**src/inc/twm_cfg.svh**
```systemverilog
`ifndef TWM_CFG_SVH
`define TWM_CFG_SVH
// Register indices (byte address = index * 4)
`define TWM_CTRL_A_IDX      4'h0
`define TWM_CTRL_B_IDX      4'h1
`define TWM_COUNT_IDX       4'h2
`define TWM_CMP_A_IDX       4'h3
`define TWM_CMP_B_IDX       4'h4
`define TWM_CAPT_IDX        4'h5
`define TWM_IRQ_STAT_IDX    4'h6
`define TWM_IRQ_MASK_IDX    4'h7
`define TWM_PIN_DIR_IDX     4'h8
// Field positions
`define TWM_COMA_HI         7
`define TWM_COMA_LO         6
`define TWM_COMB_HI         5
`define TWM_COMB_LO         4
`define TWM_WGM_LO_HI       1
`define TWM_WGM_LO_LO       0
`define TWM_WGM_HI_HI       4
`define TWM_WGM_HI_LO       3
`define TWM_CS_HI           2
`define TWM_CS_LO           0
`define TWM_ST_OVF          0
`define TWM_ST_CMA          1
`define TWM_ST_CMB          2
// Reset values and writable masks
`define TWM_CTRL_A_RST      8'h00
`define TWM_CTRL_B_RST      8'h00
`define TWM_CTRL_A_WMASK    8'hf3
`define TWM_CTRL_B_WMASK    8'h1f
// TOP values
`define TWM_TOP_MAX         16'hffff
`define TWM_TOP_8BIT        16'h00ff
`define TWM_TOP_9BIT        16'h01ff
`define TWM_TOP_10BIT       16'h03ff
// Prescale counts
`define TWM_DIV8_LAST       10'h007
`define TWM_DIV64_LAST      10'h03f
`define TWM_DIV256_LAST     10'h0ff
`define TWM_DIV1024_LAST    10'h3ff
`endif

```
**src/inc/twm_pkg.sv**
```systemverilog
package twm_pkg;
   typedef logic [3:0]  twm_wgm_t;
   typedef logic [1:0]  twm_com_t;
   typedef logic [2:0]  twm_cs_t;
   typedef logic [15:0] twm_word_t;
   typedef enum logic [1:0] {
      TWM_KIND_NORMAL = 2'h0,
      TWM_KIND_FAST   = 2'h1,
      TWM_KIND_DUAL   = 2'h3
   } twm_kind_t;
endpackage

```
**src/logic/twm_out_chan.sv**
```systemverilog
`timescale 1ns/1ps
`include "twm_cfg.svh"
// One compare output channel: match detect and pin action
module twm_out_chan
   import twm_pkg::*;
#(
   parameter bit IS_CHAN_A = 1'b1
) (
   // Clock, reset and enable
   input  wire logic            i_clock,
   input  wire logic            i_rst_b,
   input  wire logic            i_enable,
   // Timer state
   input  wire logic            i_tick,
   input  wire twm_pkg::twm_kind_t i_kind,
   input  wire twm_pkg::twm_wgm_t  i_wgm,
   input  wire twm_pkg::twm_com_t  i_mode,
   input  wire twm_pkg::twm_word_t i_count,
   input  wire twm_pkg::twm_word_t i_compare,
   input  wire twm_pkg::twm_word_t i_top,
   input  wire logic            i_at_top,
   input  wire logic            i_down,
   input  wire logic            i_blocked,
   input  wire logic            i_dir_out,
   // Results
   output logic                 o_match,
   output logic                 o_wave,
   output logic                 o_override,
   output logic                 o_drive_en
);
   import twm_pkg::*;

   logic wave_r;
   logic wave_nxt;
   wire  match_raw = i_tick && !i_blocked && (i_count == i_compare);
   // Non-PWM toggle serves both channels; PWM toggle is channel A only
   wire  toggle_ok = (i_kind == TWM_KIND_NORMAL) || (IS_CHAN_A && (
                     (i_kind == TWM_KIND_FAST && i_wgm[3:1] == 3'h7) ||
                     (i_kind == TWM_KIND_DUAL && i_wgm[3:2] == 2'h2)));
   // Match at TOP ignored; TOP action alone
   wire  fast_skip = (i_kind == TWM_KIND_FAST) && i_mode[1] && (i_compare == i_top);
   wire  act_match = match_raw && !fast_skip;
   wire  act_top   = i_tick && (i_kind == TWM_KIND_FAST) && i_at_top && i_mode[1];

   assign o_match    = match_raw;
   assign o_override = |i_mode;
   assign o_drive_en = o_override && i_dir_out;
   assign o_wave     = wave_r;

   always_comb begin
      wave_nxt = wave_r;
      unique case (i_mode)
         2'h0: wave_nxt = wave_r;
         2'h1: if (act_match && toggle_ok) begin
            wave_nxt = !wave_r;
         end
         2'h2: if (i_kind == TWM_KIND_DUAL) begin
            if (act_match) begin
               wave_nxt = i_down;
            end
         end else if (i_kind == TWM_KIND_FAST) begin
            if (act_top) begin
               wave_nxt = 1'b1;
            end else if (act_match) begin
               wave_nxt = 1'b0;
            end
         end else if (act_match) begin
            wave_nxt = 1'b0;
         end
         2'h3: if (i_kind == TWM_KIND_DUAL) begin
            if (act_match) begin
               wave_nxt = !i_down;
            end
         end else if (i_kind == TWM_KIND_FAST) begin
            if (act_top) begin
               wave_nxt = 1'b0;
            end else if (act_match) begin
               wave_nxt = 1'b1;
            end
         end else if (act_match) begin
            wave_nxt = 1'b1;
         end
      endcase
   end

   always_ff @(posedge i_clock or negedge i_rst_b) begin
      if (!i_rst_b) begin
         wave_r <= 1'b0;
      end else if (i_enable) begin
         wave_r <= wave_nxt;
      end
   end

   disable_off_a: assert property (@(posedge i_clock) disable iff (!i_rst_b)
      (i_mode == 2'h0) |-> !o_override && !o_drive_en)
      else $error("Output driven while disconnected");
   no_tick_hold_a: assert property (@(posedge i_clock) disable iff (!i_rst_b)
      (i_enable && !i_tick) |=> $stable(wave_r))
      else $error("Wave changed without tick");
endmodule

```
**src/logic/twm_timer.sv**
```systemverilog
// The plain strobed port and the register addresses were decided locally.
`timescale 1ns/1ps
`include "twm_cfg.svh"
module twm_timer
   import twm_pkg::*;
(
   // Clock, reset, enable
   input  wire logic            i_clock,
   input  wire logic            i_rst_b,
   input  wire logic            i_enable,
   // Register port
   input  wire logic [7:0]      i_addr,
   input  wire logic [31:0]     i_wdata,
   input  wire logic            i_write,
   input  wire logic            i_read,
   output logic [31:0]          o_rdata,
   // External count pin
   input  wire logic            i_ext_pin,
   // Waveform pins
   output logic                 o_chan_a_wave_out,
   output logic                 o_chan_a_wave_oe,
   output logic                 o_chan_a_override,
   output logic                 o_chan_b_wave_out,
   output logic                 o_chan_b_wave_oe,
   output logic                 o_chan_b_override,
   // Interrupt
   output logic                 o_irq
);
   import twm_pkg::*;

   // ****************************************************
   // Register file
   // ****************************************************
   logic [7:0]  ctrl_a_r;
   logic [7:0]  ctrl_b_r;
   logic [15:0] count_r;
   logic [15:0] count_nxt;
   logic [15:0] cmp_a_buf_r;
   logic [15:0] cmp_b_buf_r;
   logic [15:0] cmp_a_r;
   logic [15:0] cmp_b_r;
   logic [15:0] capt_r;
   logic [2:0]  stat_r;
   logic [2:0]  mask_r;
   logic [1:0]  dir_r;
   logic        down_r;
   logic        blocked_r;
   logic [31:0] rdata_r;
   logic [9:0]  presc_r;
   logic [2:0]  pin_sync_r;

   wire [3:0] idx     = i_addr[5:2];
   wire       aligned = (i_addr[1:0] == 2'h0) && (i_addr[7:6] == 2'h0);
   wire       wr      = i_write && aligned;
   wire       wr_ca   = wr && idx == `TWM_CTRL_A_IDX;
   wire       wr_cb   = wr && idx == `TWM_CTRL_B_IDX;
   wire       wr_cnt  = wr && idx == `TWM_COUNT_IDX;
   wire       wr_oa   = wr && idx == `TWM_CMP_A_IDX;
   wire       wr_ob   = wr && idx == `TWM_CMP_B_IDX;
   wire       wr_cap  = wr && idx == `TWM_CAPT_IDX;
   wire       wr_st   = wr && idx == `TWM_IRQ_STAT_IDX;
   wire       wr_mk   = wr && idx == `TWM_IRQ_MASK_IDX;
   wire       wr_dir  = wr && idx == `TWM_PIN_DIR_IDX;

   // ****************************************************
   // Mode decode
   // ****************************************************
   wire twm_wgm_t  wgm = {ctrl_b_r[`TWM_WGM_HI_HI:`TWM_WGM_HI_LO],
                          ctrl_a_r[`TWM_WGM_LO_HI:`TWM_WGM_LO_LO]};
   wire twm_cs_t   cs  = ctrl_b_r[`TWM_CS_HI:`TWM_CS_LO];
   wire twm_com_t  com_a = ctrl_a_r[`TWM_COMA_HI:`TWM_COMA_LO];
   wire twm_com_t  com_b = ctrl_a_r[`TWM_COMB_HI:`TWM_COMB_LO];

   wire is_fast  = (wgm[3:0] >= 4'h5 && wgm <= 4'h7) || wgm == 4'he || wgm == 4'hf;
   wire is_dual  = (wgm >= 4'h1 && wgm <= 4'h3) || (wgm >= 4'h8 && wgm <= 4'hb);
   wire is_pfc   = wgm == 4'h8 || wgm == 4'h9;
   wire twm_kind_t kind = is_fast ? TWM_KIND_FAST :
                          (is_dual ? TWM_KIND_DUAL : TWM_KIND_NORMAL);
   // Immediate-update modes: 0, 4, 12 and reserved 13
   wire immediate = !is_fast && !is_dual;

   logic [15:0] top;
   always_comb begin
      unique case (wgm)
         4'h1, 4'h5: top = `TWM_TOP_8BIT;
         4'h2, 4'h6: top = `TWM_TOP_9BIT;
         4'h3, 4'h7: top = `TWM_TOP_10BIT;
         4'h4, 4'h9, 4'hb, 4'hf: top = cmp_a_r;
         4'h8, 4'ha, 4'hc, 4'he: top = capt_r;
         default: top = `TWM_TOP_MAX;
      endcase
   end

   // ****************************************************
   // Tick source
   // ****************************************************
   // Pin crosses two flops; third stage feeds the edge detector
   wire ext_rise = pin_sync_r[1] && !pin_sync_r[2];
   wire ext_fall = !pin_sync_r[1] && pin_sync_r[2];
   logic tick;
   always_comb begin
      unique case (cs)
         3'h0: tick = 1'b0;
         3'h1: tick = 1'b1;
         3'h2: tick = presc_r[2:0] == 3'(`TWM_DIV8_LAST);
         3'h3: tick = presc_r[5:0] == 6'(`TWM_DIV64_LAST);
         3'h4: tick = presc_r[7:0] == 8'(`TWM_DIV256_LAST);
         3'h5: tick = presc_r == `TWM_DIV1024_LAST;
         3'h6: tick = ext_fall;
         3'h7: tick = ext_rise;
      endcase
   end

   // ****************************************************
   // Counter
   // ****************************************************
   wire at_top    = count_r == top;
   wire at_bottom = count_r == 16'h0000;
   wire at_max    = count_r == `TWM_TOP_MAX;
   wire ctc_mode  = wgm == 4'h4 || wgm == 4'hc;
   wire down_now  = is_dual && (down_r || at_top) && !at_bottom;

   always_comb begin
      count_nxt = count_r + 16'h0001;
      if (is_dual) begin
         count_nxt = down_now ? count_r - 16'h0001 : count_r + 16'h0001;
      end else if ((is_fast || ctc_mode) && at_top) begin
         count_nxt = 16'h0000;
      end
   end

   // Flag and update points, only on ticks
   wire ovf_ev  = tick && !blocked_r && ((is_fast && at_top) ||
                  (is_dual && at_bottom) ||
                  (immediate && at_max));
   wire upd_ev  = tick && (is_pfc ? at_bottom : at_top);
   wire match_a;
   wire match_b;

   // ****************************************************
   // Output channels
   // ****************************************************
   twm_out_chan #(.IS_CHAN_A(1'b1)) u_chan_a (
      .i_clock    (i_clock),
      .i_rst_b    (i_rst_b),
      .i_enable   (i_enable),
      .i_tick     (tick),
      .i_kind     (kind),
      .i_wgm      (wgm),
      .i_mode     (com_a),
      .i_count    (count_r),
      .i_compare  (cmp_a_r),
      .i_top      (top),
      .i_at_top   (at_top),
      .i_down     (down_now),
      .i_blocked  (blocked_r),
      .i_dir_out  (dir_r[0]),
      .o_match    (match_a),
      .o_wave     (o_chan_a_wave_out),
      .o_override (o_chan_a_override),
      .o_drive_en (o_chan_a_wave_oe)
   );
   twm_out_chan #(.IS_CHAN_A(1'b0)) u_chan_b (
      .i_clock    (i_clock),
      .i_rst_b    (i_rst_b),
      .i_enable   (i_enable),
      .i_tick     (tick),
      .i_kind     (kind),
      .i_wgm      (wgm),
      .i_mode     (com_b),
      .i_count    (count_r),
      .i_compare  (cmp_b_r),
      .i_top      (top),
      .i_at_top   (at_top),
      .i_down     (down_now),
      .i_blocked  (blocked_r),
      .i_dir_out  (dir_r[1]),
      .o_match    (match_b),
      .o_wave     (o_chan_b_wave_out),
      .o_override (o_chan_b_override),
      .o_drive_en (o_chan_b_wave_oe)
   );

   wire [2:0] events  = {match_b, match_a, ovf_ev};
   wire [2:0] clr_st  = wr_st ? i_wdata[2:0] : 3'h0;
   // Set wins over a same-cycle clear
   wire [2:0] stat_nxt = (stat_r & ~clr_st) | events;
   assign o_irq = |(stat_r & mask_r);

   logic [31:0] rd_mux;
   always_comb begin
      rd_mux = 32'h0000_0000;
      unique case (idx)
         `TWM_CTRL_A_IDX:   rd_mux[7:0]  = ctrl_a_r;
         `TWM_CTRL_B_IDX:   rd_mux[7:0]  = ctrl_b_r;
         `TWM_COUNT_IDX:    rd_mux[15:0] = count_r;
         `TWM_CMP_A_IDX:    rd_mux[15:0] = immediate ? cmp_a_r : cmp_a_buf_r;
         `TWM_CMP_B_IDX:    rd_mux[15:0] = immediate ? cmp_b_r : cmp_b_buf_r;
         `TWM_CAPT_IDX:     rd_mux[15:0] = capt_r;
         `TWM_IRQ_STAT_IDX: rd_mux[2:0]  = stat_r;
         `TWM_IRQ_MASK_IDX: rd_mux[2:0]  = mask_r;
         `TWM_PIN_DIR_IDX:  rd_mux[1:0]  = dir_r;
         default:           rd_mux       = 32'h0000_0000;
      endcase
      if (!aligned) begin
         rd_mux = 32'h0000_0000;
      end
   end
   assign o_rdata = rdata_r;

   // ****************************************************
   // State
   // ****************************************************
   always_ff @(posedge i_clock or negedge i_rst_b) begin
      if (!i_rst_b) begin
         ctrl_a_r    <= `TWM_CTRL_A_RST;
         ctrl_b_r    <= `TWM_CTRL_B_RST;
         mask_r      <= 3'h0;
         dir_r       <= 2'h0;
         capt_r      <= 16'h0000;
         rdata_r     <= 32'h0000_0000;
         stat_r      <= 3'h0;
         presc_r     <= 10'h000;
         pin_sync_r  <= 3'h0;
      end else if (i_enable) begin
         if (wr_ca) ctrl_a_r <= i_wdata[7:0] & `TWM_CTRL_A_WMASK;
         if (wr_cb) ctrl_b_r <= i_wdata[7:0] & `TWM_CTRL_B_WMASK;
         if (wr_mk) mask_r <= i_wdata[2:0];
         if (wr_dir) dir_r <= i_wdata[1:0];
         if (wr_cap) capt_r <= i_wdata[15:0];
         rdata_r    <= i_read ? rd_mux : 32'h0000_0000;
         stat_r     <= stat_nxt;
         presc_r    <= presc_r + 10'h001;
         pin_sync_r <= {pin_sync_r[1:0], i_ext_pin};
      end
   end

   // Counter and compare buffers; tick acts as enable only
   always_ff @(posedge i_clock or negedge i_rst_b) begin
      if (!i_rst_b) begin
         count_r     <= 16'h0000;
         down_r      <= 1'b0;
         blocked_r   <= 1'b0;
         cmp_a_buf_r <= 16'h0000;
         cmp_b_buf_r <= 16'h0000;
         cmp_a_r     <= 16'h0000;
         cmp_b_r     <= 16'h0000;
      end else if (i_enable) begin
         if (wr_oa) cmp_a_buf_r <= i_wdata[15:0];
         if (wr_ob) cmp_b_buf_r <= i_wdata[15:0];
         if (wr_oa && immediate) begin
            cmp_a_r <= i_wdata[15:0];
         end else if (upd_ev && !immediate) begin
            cmp_a_r <= cmp_a_buf_r;
         end
         if (wr_ob && immediate) begin
            cmp_b_r <= i_wdata[15:0];
         end else if (upd_ev && !immediate) begin
            cmp_b_r <= cmp_b_buf_r;
         end
         if (wr_cnt) begin
            count_r   <= i_wdata[15:0];
            blocked_r <= 1'b1;
         end else if (tick) begin
            count_r   <= count_nxt;
            down_r    <= down_now;
            blocked_r <= 1'b0;
         end
      end
   end

   irq_level_a: assert property (@(posedge i_clock) disable iff (!i_rst_b)
      (i_enable && |(events & mask_r) && !wr_mk) |=> o_irq)
      else $error("Unmasked event did not raise interrupt");
   stop_hold_a: assert property (@(posedge i_clock) disable iff (!i_rst_b)
      (i_enable && cs == 3'h0 && !wr_cnt) |=> $stable(count_r))
      else $error("Counter moved while stopped");
   fast_ovf_a: assert property (@(posedge i_clock) disable iff (!i_rst_b)
      (i_enable && tick && is_fast && at_top && !blocked_r) |=> stat_r[`TWM_ST_OVF])
      else $error("Fast PWM overflow flag missed at TOP");
   dual_ovf_a: assert property (@(posedge i_clock) disable iff (!i_rst_b)
      (i_enable && tick && is_dual && at_bottom && !blocked_r) |=> stat_r[`TWM_ST_OVF])
      else $error("Dual-slope overflow flag missed at BOTTOM");
   norm_ovf_a: assert property (@(posedge i_clock) disable iff (!i_rst_b)
      (i_enable && wgm == 4'h0 && tick && at_max && !blocked_r) |=> stat_r[`TWM_ST_OVF])
      else $error("Normal overflow flag missed at MAX");
   pfc_update_a: assert property (@(posedge i_clock) disable iff (!i_rst_b)
      (i_enable && is_pfc && tick && at_bottom && !wr_oa) |=> cmp_a_r == $past(cmp_a_buf_r))
      else $error("Compare not loaded at BOTTOM");
   no_tick_flag_a: assert property (@(posedge i_clock) disable iff (!i_rst_b)
      (!tick) |-> (events == 3'h0))
      else $error("Event without tick");
   mode_form_a: assert property (@(posedge i_clock) disable iff (!i_rst_b)
      (i_enable && wr_cb) |=> (wgm == {$past(i_wdata[`TWM_WGM_HI_HI:`TWM_WGM_HI_LO]),
                                       $past(ctrl_a_r[`TWM_WGM_LO_HI:`TWM_WGM_LO_LO])}))
      else $error("Mode field misassembled");
   pin_gate_a: assert property (@(posedge i_clock) disable iff (!i_rst_b)
      o_chan_a_wave_oe |-> (dir_r[0] && o_chan_a_override))
      else $error("Channel A driven without direction");
   fast_b_tog_a: assert property (@(posedge i_clock) disable iff (!i_rst_b)
      (i_enable && com_b == 2'h1 && !is_dual && !immediate) |=> $stable(o_chan_b_wave_out))
      else $error("Channel B toggled in fast PWM");
endmodule

```
**config.mk**
```make
export PLATFORM = sky130hd
export DESIGN_NAME = twm_timer
export DESIGN_NICKNAME = d
export VERILOG_FILES = /design/src/inc/twm_pkg.sv /design/src/logic/twm_out_chan.sv /design/src/logic/twm_timer.sv
export VERILOG_INCLUDE_DIRS = /design/src /design/src/inc
export SDC_FILE = /design/constraint.sdc
export NUM_CORES = 1
export LEC_CHECK = 0
export BUFFER_PORTS_ARGS = -buffer_cell sky130_fd_sc_hd__clkbuf_2
export CORE_MARGIN = 2
export CORE_UTILIZATION = 50
export CTS_BUF_LIST = sky130_fd_sc_hd__clkbuf_8
export DETAILED_ROUTE_END_ITERATION = 7
export PLACE_DENSITY = 0.75
export SYNTH_ARGS = -nofsm -noshare
export SYNTH_HDL_FRONTEND = slang
export SYNTH_HIERARCHICAL = 1
export SYNTH_SLANG_ARGS = --single-unit
```
**constraint.sdc**
```tcl
create_clock -name i_clock -period 7.95 [get_ports i_clock]
set_input_delay 1.59 -clock i_clock [delete_from_list [all_inputs] [get_ports i_clock]]
set_output_delay 1.59 -clock i_clock [all_outputs]
set_load 0.01 [all_outputs]
```
After elaboration in Yosys (flattened, before gate mapping) --
Cells that the tools add are included.
Storage, ports and cells: bits in read-only memories 0, RAM bits 0, memories kept 0, output and inout bits 39, bits in latches 0, register bits after elaboration 164
Operators by class: $add $sub $neg 3, magnitude comparators 6, mux-type cells 49, reductions and logical operators 102, equal/unequal tests 55, $mul 0, bitwise gates (word level) 7, shift operators 0, divide/modulo/power cells 0
Operators by type and width (number):
- $mux W16 | 12
- $eq A16 B16 Y1 | 5
- $pmux W16 S5 | 1
- $logic_and A1 B1 Y1 | 47
- $eq A4 B3 Y1 const B | 8
- $eq A4 B4 Y1 const B | 8
- $mux W32 | 1
- $pmux W8 S4 | 1
- $pmux W5 S6 | 1
- $mux W1 | 25
- $reduce_and A2 Y1 | 10
- $eq A3 B3 Y1 const B | 6
- $pmux W2 S9 | 1
- $add A16 B1 Y16 const B | 1
- $eq A16 B16 Y1 const B | 1
- $eq A4 B2 Y1 const B | 4
- $logic_not A16 Y1 | 1
- $sub A16 B1 Y16 const B | 1
- $eq A2 B2 Y1 const B | 6
- $logic_not A1 Y1 | 12
- $ne A3 B2 Y1 const B | 4
- $logic_or A1 B1 Y1 | 11
- $add A10 B1 Y10 const B | 1
- $eq A10 B10 Y1 const B | 1
- other kinds (31) | 53

Longest topological paths before layout --
depth in word-level cells 15, depth in mapped cells 18

Cells and area by module --
The synthesis kept the hierarchy.
By module, submodules not included:
- twm_timer | sequential area each 3653.5 um^2, area each 9366.5 um^2, cells an instance 1001, instances 1
- twm_out_chan (u_chan_b) | sequential area each 25.0 um^2, area each 616.8 um^2, cells an instance 71, instances 1
- twm_out_chan (u_chan_a) | sequential area each 25.0 um^2, area each 615.6 um^2, cells an instance 81, instances 1

Worst setup path before layout --
OpenSTA, ideal clock, no wires.
kind in2reg, start point input i_addr[5], end point register cmp_b_r[10], arrival 3798 ps, buffers on the path 2, stages on the path 7, data required time 7825 ps, library setup time 125 ps, path slack 4028 ps, path through nand2b_1 -> or3_1 -> clkbuf_1 -> nor3_1 -> clkbuf_1 -> mux2_2 -> mux2_2
Between the ends: cells in the longest elaborated chain, start to end 5
RTL lines:
- start: declaration | line twm_timer.sv:12 | input wire logic [7:0] i_addr,
- $eq A4 B3 Y1 *
- $logic_and A1 B1 Y1 (no line) *
- $logic_and A1 B1 Y1 * | line twm_timer.sv:256 | if (wr_ob && immediate) begin
- $reduce_bool A2 Y1 (no line)
- $reduce_and A2 Y1 (no line)
- end signal: assignment | line twm_timer.sv:257 | cmp_b_r <= i_wdata[15:0];
- end signal: assignment | line twm_timer.sv:259 | cmp_b_r <= cmp_b_buf_r;
- end: declaration | line twm_timer.sv:41 | logic [15:0] cmp_b_r;
Mark *: on every way between the ends. The rest lies on a longest branch, timed or not. A chain may end at the register's enable or synchronous reset.

Final worst setup path --
start point register ctrl_b_r[3], end point register u_chan_a.wave_r, in the netlist u_chan_a/o_wave
RTL lines:
- start: declaration | line twm_timer.sv:35 | logic [7:0] ctrl_b_r;
- start signal: assignment | line twm_timer.sv:217 | ctrl_b_r <= `TWM_CTRL_B_RST;
- start signal: assignment | line twm_timer.sv:227 | if (wr_cb) ctrl_b_r <= i_wdata[7:0] & `TWM_CTRL_B_WMASK;
- $eq A4 B4 Y1 (tied with other cells) | line twm_timer.sv:84 | unique case (wgm)
- $reduce_or A4 Y1 or $reduce_or A2 Y1 (tied branches) | line twm_timer.sv:84
- $pmux W16 S5 * | line twm_timer.sv:84
- via top[2] | line twm_timer.sv:82 | logic [15:0] top;
- $eq A16 B16 Y1 * | line twm_timer.sv:117 | wire at_top = count_r == top;
- $logic_or A1 B1 Y1 * | line twm_timer.sv:121 | wire down_now = is_dual && (down_r || at_top) && !at_bottom;
- $logic_and A1 B1 Y1 * (2 in a row) | line twm_timer.sv:121
- via down_now | line twm_timer.sv:121
- $logic_not A1 Y1 | line twm_out_chan.sv:72 | wave_nxt = !i_down;
- $mux W1 | line twm_out_chan.sv:71 | if (act_match) begin
- $mux W1 | line twm_out_chan.sv:70 | 2'h3: if (i_kind == TWM_KIND_DUAL) begin
- $pmux W1 S3 * | line twm_out_chan.sv:52 | unique case (i_mode)
- end signal: assignment | line twm_out_chan.sv:90 | wave_r <= wave_nxt;
- end: declaration | line twm_out_chan.sv:33 | logic wave_r;
Mark *: on every way through the listed nets, which the timed path passes. The rest lies on a longest branch. The select of a mux whose other input is x is not followed.

==> impl_summary.md <==
Power and ir drop
Combinational logic burns 22.3% of the power. IR analysis of the VDD net gives a maximum drop of 0.000109 V. For this design the ratio of total power to cell area is 182 nW/um^2. The power dissipated by switching net loads is 782 uW. The internal power of the cells totals 1290 uW. The analysis attributes to cell leakage a power of 0.00495 uW. The share of total power in the clock network is 30.4%. The share of total power consumed by net switching is 37.8%. The fraction of power consumed by sequential logic is 47.3%.

Floorplanning
The core region is 20900 um^2. The overall die height is 150 um. The number of core rows is 53.

The die area is 22400 um^2. 85 I/O pins were placed. The initial cell density of the core is 50.7%.

The width of the die is 150 um.

Route
Once detail routing completed, the nets flagged for antenna violations numbered 0. The final routed DRC violation total is 0. For this block, the via count after detailed routing is 9493. The initial detailed-routing violation count is 918.

After detailed routing, the number of vias per cell comes to 6.51. After detailed routing, the total wire length is 34100 um. The first detailed-routing pass took 6 iterations. The average routed wire per standard cell is 23.4 um.

Critical path
The sort of element at the start of the critical path is a register. The critical path start-end classification is reg -> reg. The required time of the critical path is 8.35 ns. Of all nets on the critical path, the largest fanout is 23.

The worst reg-to-reg path cell count is 15. The type of element capturing the critical path is a register. The arrival time of the worst setup path is 5.42 ns.

Clock network
The clock transition time at the flip-flop clock pins of the worst setup and hold paths is 0.10 ns. The sink count of the clock tree is 148. The number of H-tree levels is 4. The worst-skew pair later-pin latency is 0.47 ns.

Buffers inserted to repair hold after CTS numbered 0. Counting along the longest clock path gives a buffer depth of 2. In this run the post-CTS setup repair buffer count came out at 0. In this run the clock root is driven by a sky130_fd_sc_hd__clkbuf_8. The TritonCTS clock tree is yes. Clock tree synthesis inserted a total of 17 buffers. The number of gates resized after cts is 0.

Hold path
The tightest min-delay check is of the reg -> reg type. Along the worst hold path, the cell count comes to 1.

Synth
Counting flops with a built-in enable in the synthesized netlist gives 0. The total standard cell area after synthesis is 10600 um^2. The portion of the post-synthesis area used by sequential elements is 34.9%. A synthesized cell averages 9.19 um^2. The post-synthesis async set-or-reset flop share is 100%. Yosys mapped the design onto 92 distinct sky130hd cell types. After technology mapping, the gate count stands at 1153. The most frequently used flop master after synthesis is sky130_fd_sc_hd__dfrtp_1. The Yosys warning count is 6. Synthesis inferred 148 register bits.

Final layout
The top cell types in the final layout, fill and taps aside, are sky130_fd_sc_hd__dfrtp_1, sky130_fd_sc_hd__mux2_2, sky130_fd_sc_hd__nand2_1. The number of nets in the layout is 1222. The repair_antennas step left the layout with diodes totalling 0. The filler cells instantiated in the layout total 1870. Cells fill 54.3% of the core in the end. The area added between synthesis and finish is 7.04%. The post-route cell area is 11300 um^2. The fraction of layout instances using a drive strength above 1 is 22.2%. Leaving out fill and tap cells, the most frequent cell in the layout is sky130_fd_sc_hd__dfrtp_1.

STA
The slew at the pin closest to its max-slew limit is 1.16 ns. The worst-case headroom to the max-slew limit is 22.0%. Across all setup checks in the final design, the least slack found is 2.93 ns.

Between clock sinks in the finished design, the worst skew comes to 0.0147 ns. Setup repair after global routing left no endpoint under its margin. The final count of hold timing violations is 0.

The final-layout worst hold slack is 0.492 ns. Setup total negative slack on the finished layout was measured at 0 ns. The peak clock frequency supported by timing is 199 MHz. The smallest clock period supported by the final layout is computed as 5.02 ns.

The part of the cycle the worst path needs is 63.2%. The final-report max-slew violation count was 0. The total setup violations reported at the end of the flow is 0.

Placed design
The number of I/O port buffers is 52. The placed instance area is 10900 um^2. Prior to clock tree synthesis, the placed netlist has a worst setup slack of 3.06 ns.

Routability-driven placement finished with a final weighted congestion of 1.04. The wire-length estimate of the detail-placed layout is 24100 um.

Global route
The number of global-route vias before repair is 9007. For this run, the total global-route usage over all layers was measured as 31.3%. The number of antenna violations at the first check in global routing is 0.

The first global-routing pass estimated 53100 um of wire. Entering global routing, the biggest net connects 93 pins. The total overflow reported by the global router is 0.

Flow run
The tool flagged a number of max-cap violations equal to 0.

Run status
The flow ran to the end, and the final reports show no timing, DRC or antenna violations.
## kinds of logic after synthesis
logic type / after synthesis / synth area share [%]
buf+inv: 131 / 6.07
other cells: 1 / 0.0354
mux: 148 / 15.4
xor+xnor: 78 / 6.52
fa+ha+maj: 5 / 0.590
flops: 148 / 34.9
compound gates: 267 / 17.0
simple gates: 375 / 19.4
## registers in the layout, summed over array words and instances (netlist names)
| name | count |
|---|---|
| count_r | 16 |
| blocked_r | 1 |
| u_chan_b/o_wave | 1 |
| mask_r | 3 |
| stat_r | 3 |
| cmp_b_buf_r | 16 |
| capt_r | 16 |
| ctrl_a_r | 6 |
| presc_r | 10 |
| pin_sync_r | 3 |
| cmp_a_buf_r | 16 |
| u_chan_a/o_wave | 1 |
| cmp_a_r | 16 |
| cmp_b_r | 16 |
| o_rdata | 16 |
| down_r | 1 |
| dir_r | 2 |
| ctrl_b_r | 5 |
## final cells by class
type	count	area, um^2	area share, %
clock inverter	14	168	1.48
multi-input combinational	889	6330	55.8
inverter	46	173	1.52
tap	275	344	3.03
clock buffer	17	234	2.06
timing repair buffer	69	394	3.47
sequential	148	3700	32.6
## through the flow
| step | cells | total power (uW) |
|---|---|---|
| CTS | 1458 | 2060 |
| global placement | 1427 | 1430 |
| global route | 1458 | 2160 |
| finish | 1458 | 2070 |
| detailed placement | 1427 | 1440 |
| floorplan | 1168 | 1270 |
## cell usage after synthesis (all sizes together), types with 31 or more instances
cell,number,share of area (%)
a21oi,56,2.8
buf,41,2.9
clkbuf,44,1.6
dfrtp,148,35
inv,45,1.6
mux2,123,13
nand2,114,4.0
nand3,31,1.5
nor2,49,1.7
nor3,37,1.9
o21ai,71,3.4
xor2,50,4.2
## power by group through the flow
stage | Clock (uW) | Sequential [uW] | Combinational, uW
after floorplan | 0 | 912 | 356
after global placement | 0 | 982 | 446
after detailed placement | 0 | 984 | 452
after CTS | 632 | 969 | 454
after global routing | 666 | 987 | 507
final | 629 | 978 | 462
## worst max-delay path, cell delays in order, from the launching register on
cell and delay (ns):
sky130_fd_sc_hd__dfrtp_1 0.44, sky130_fd_sc_hd__buf_4 0.25, sky130_fd_sc_hd__or2b_1 0.33, sky130_fd_sc_hd__nand2_1 0.30, sky130_fd_sc_hd__o22a_1 0.38, sky130_fd_sc_hd__a221oi_2 0.27, sky130_fd_sc_hd__or4b_1 0.71, sky130_fd_sc_hd__nor4_4 0.59
sky130_fd_sc_hd__nor2_1 0.19, sky130_fd_sc_hd__inv_1 0.31, sky130_fd_sc_hd__and3b_2 0.27, sky130_fd_sc_hd__or4_4 0.42, sky130_fd_sc_hd__nand4_1 0.10, sky130_fd_sc_hd__nand2_1 0.06, sky130_fd_sc_hd__mux2i_1 0.19, sky130_fd_sc_hd__a2bb2oi_2 0.13
## worst paths after layout
| path | from | endpoint | slack, ns |
|---|---|---|---|
| worst max-delay path | ctrl_b_r[3]$_DFFE_PN0P_ | u_chan_a/o_wave$_DFFE_PN0P_ | 2.93 |
| worst min-delay path | presc_r[9]$_DFFE_PN0P_ | presc_r[9]$_DFFE_PN0P_ | 0.49 |
| worst max register to register | ctrl_b_r[3]$_DFFE_PN0P_ | u_chan_a/o_wave$_DFFE_PN0P_ | 2.93 |
| worst min register to register | presc_r[9]$_DFFE_PN0P_ | presc_r[9]$_DFFE_PN0P_ | 0.49 |
| max in group asynchronous | i_rst_b | capt_r[8]$_DFFE_PN0P_ | 5.50 |
| min in group asynchronous | i_rst_b | count_r[4]$_DFFE_PN0P_ | 1.18 |
## routing by layer
metal / vias to the layer above / GRT usage (%) / wire length (um)
met5: - / 0 / 0
met4: 0 / 12.3 / 1310
met3: 98 / 6.16 / 3200
met2: 541 / 47.1 / 15000
met1: 4635 / 44.4 / 14600
li1: 4219 / - / -
(Power assumes the default switching activity.)
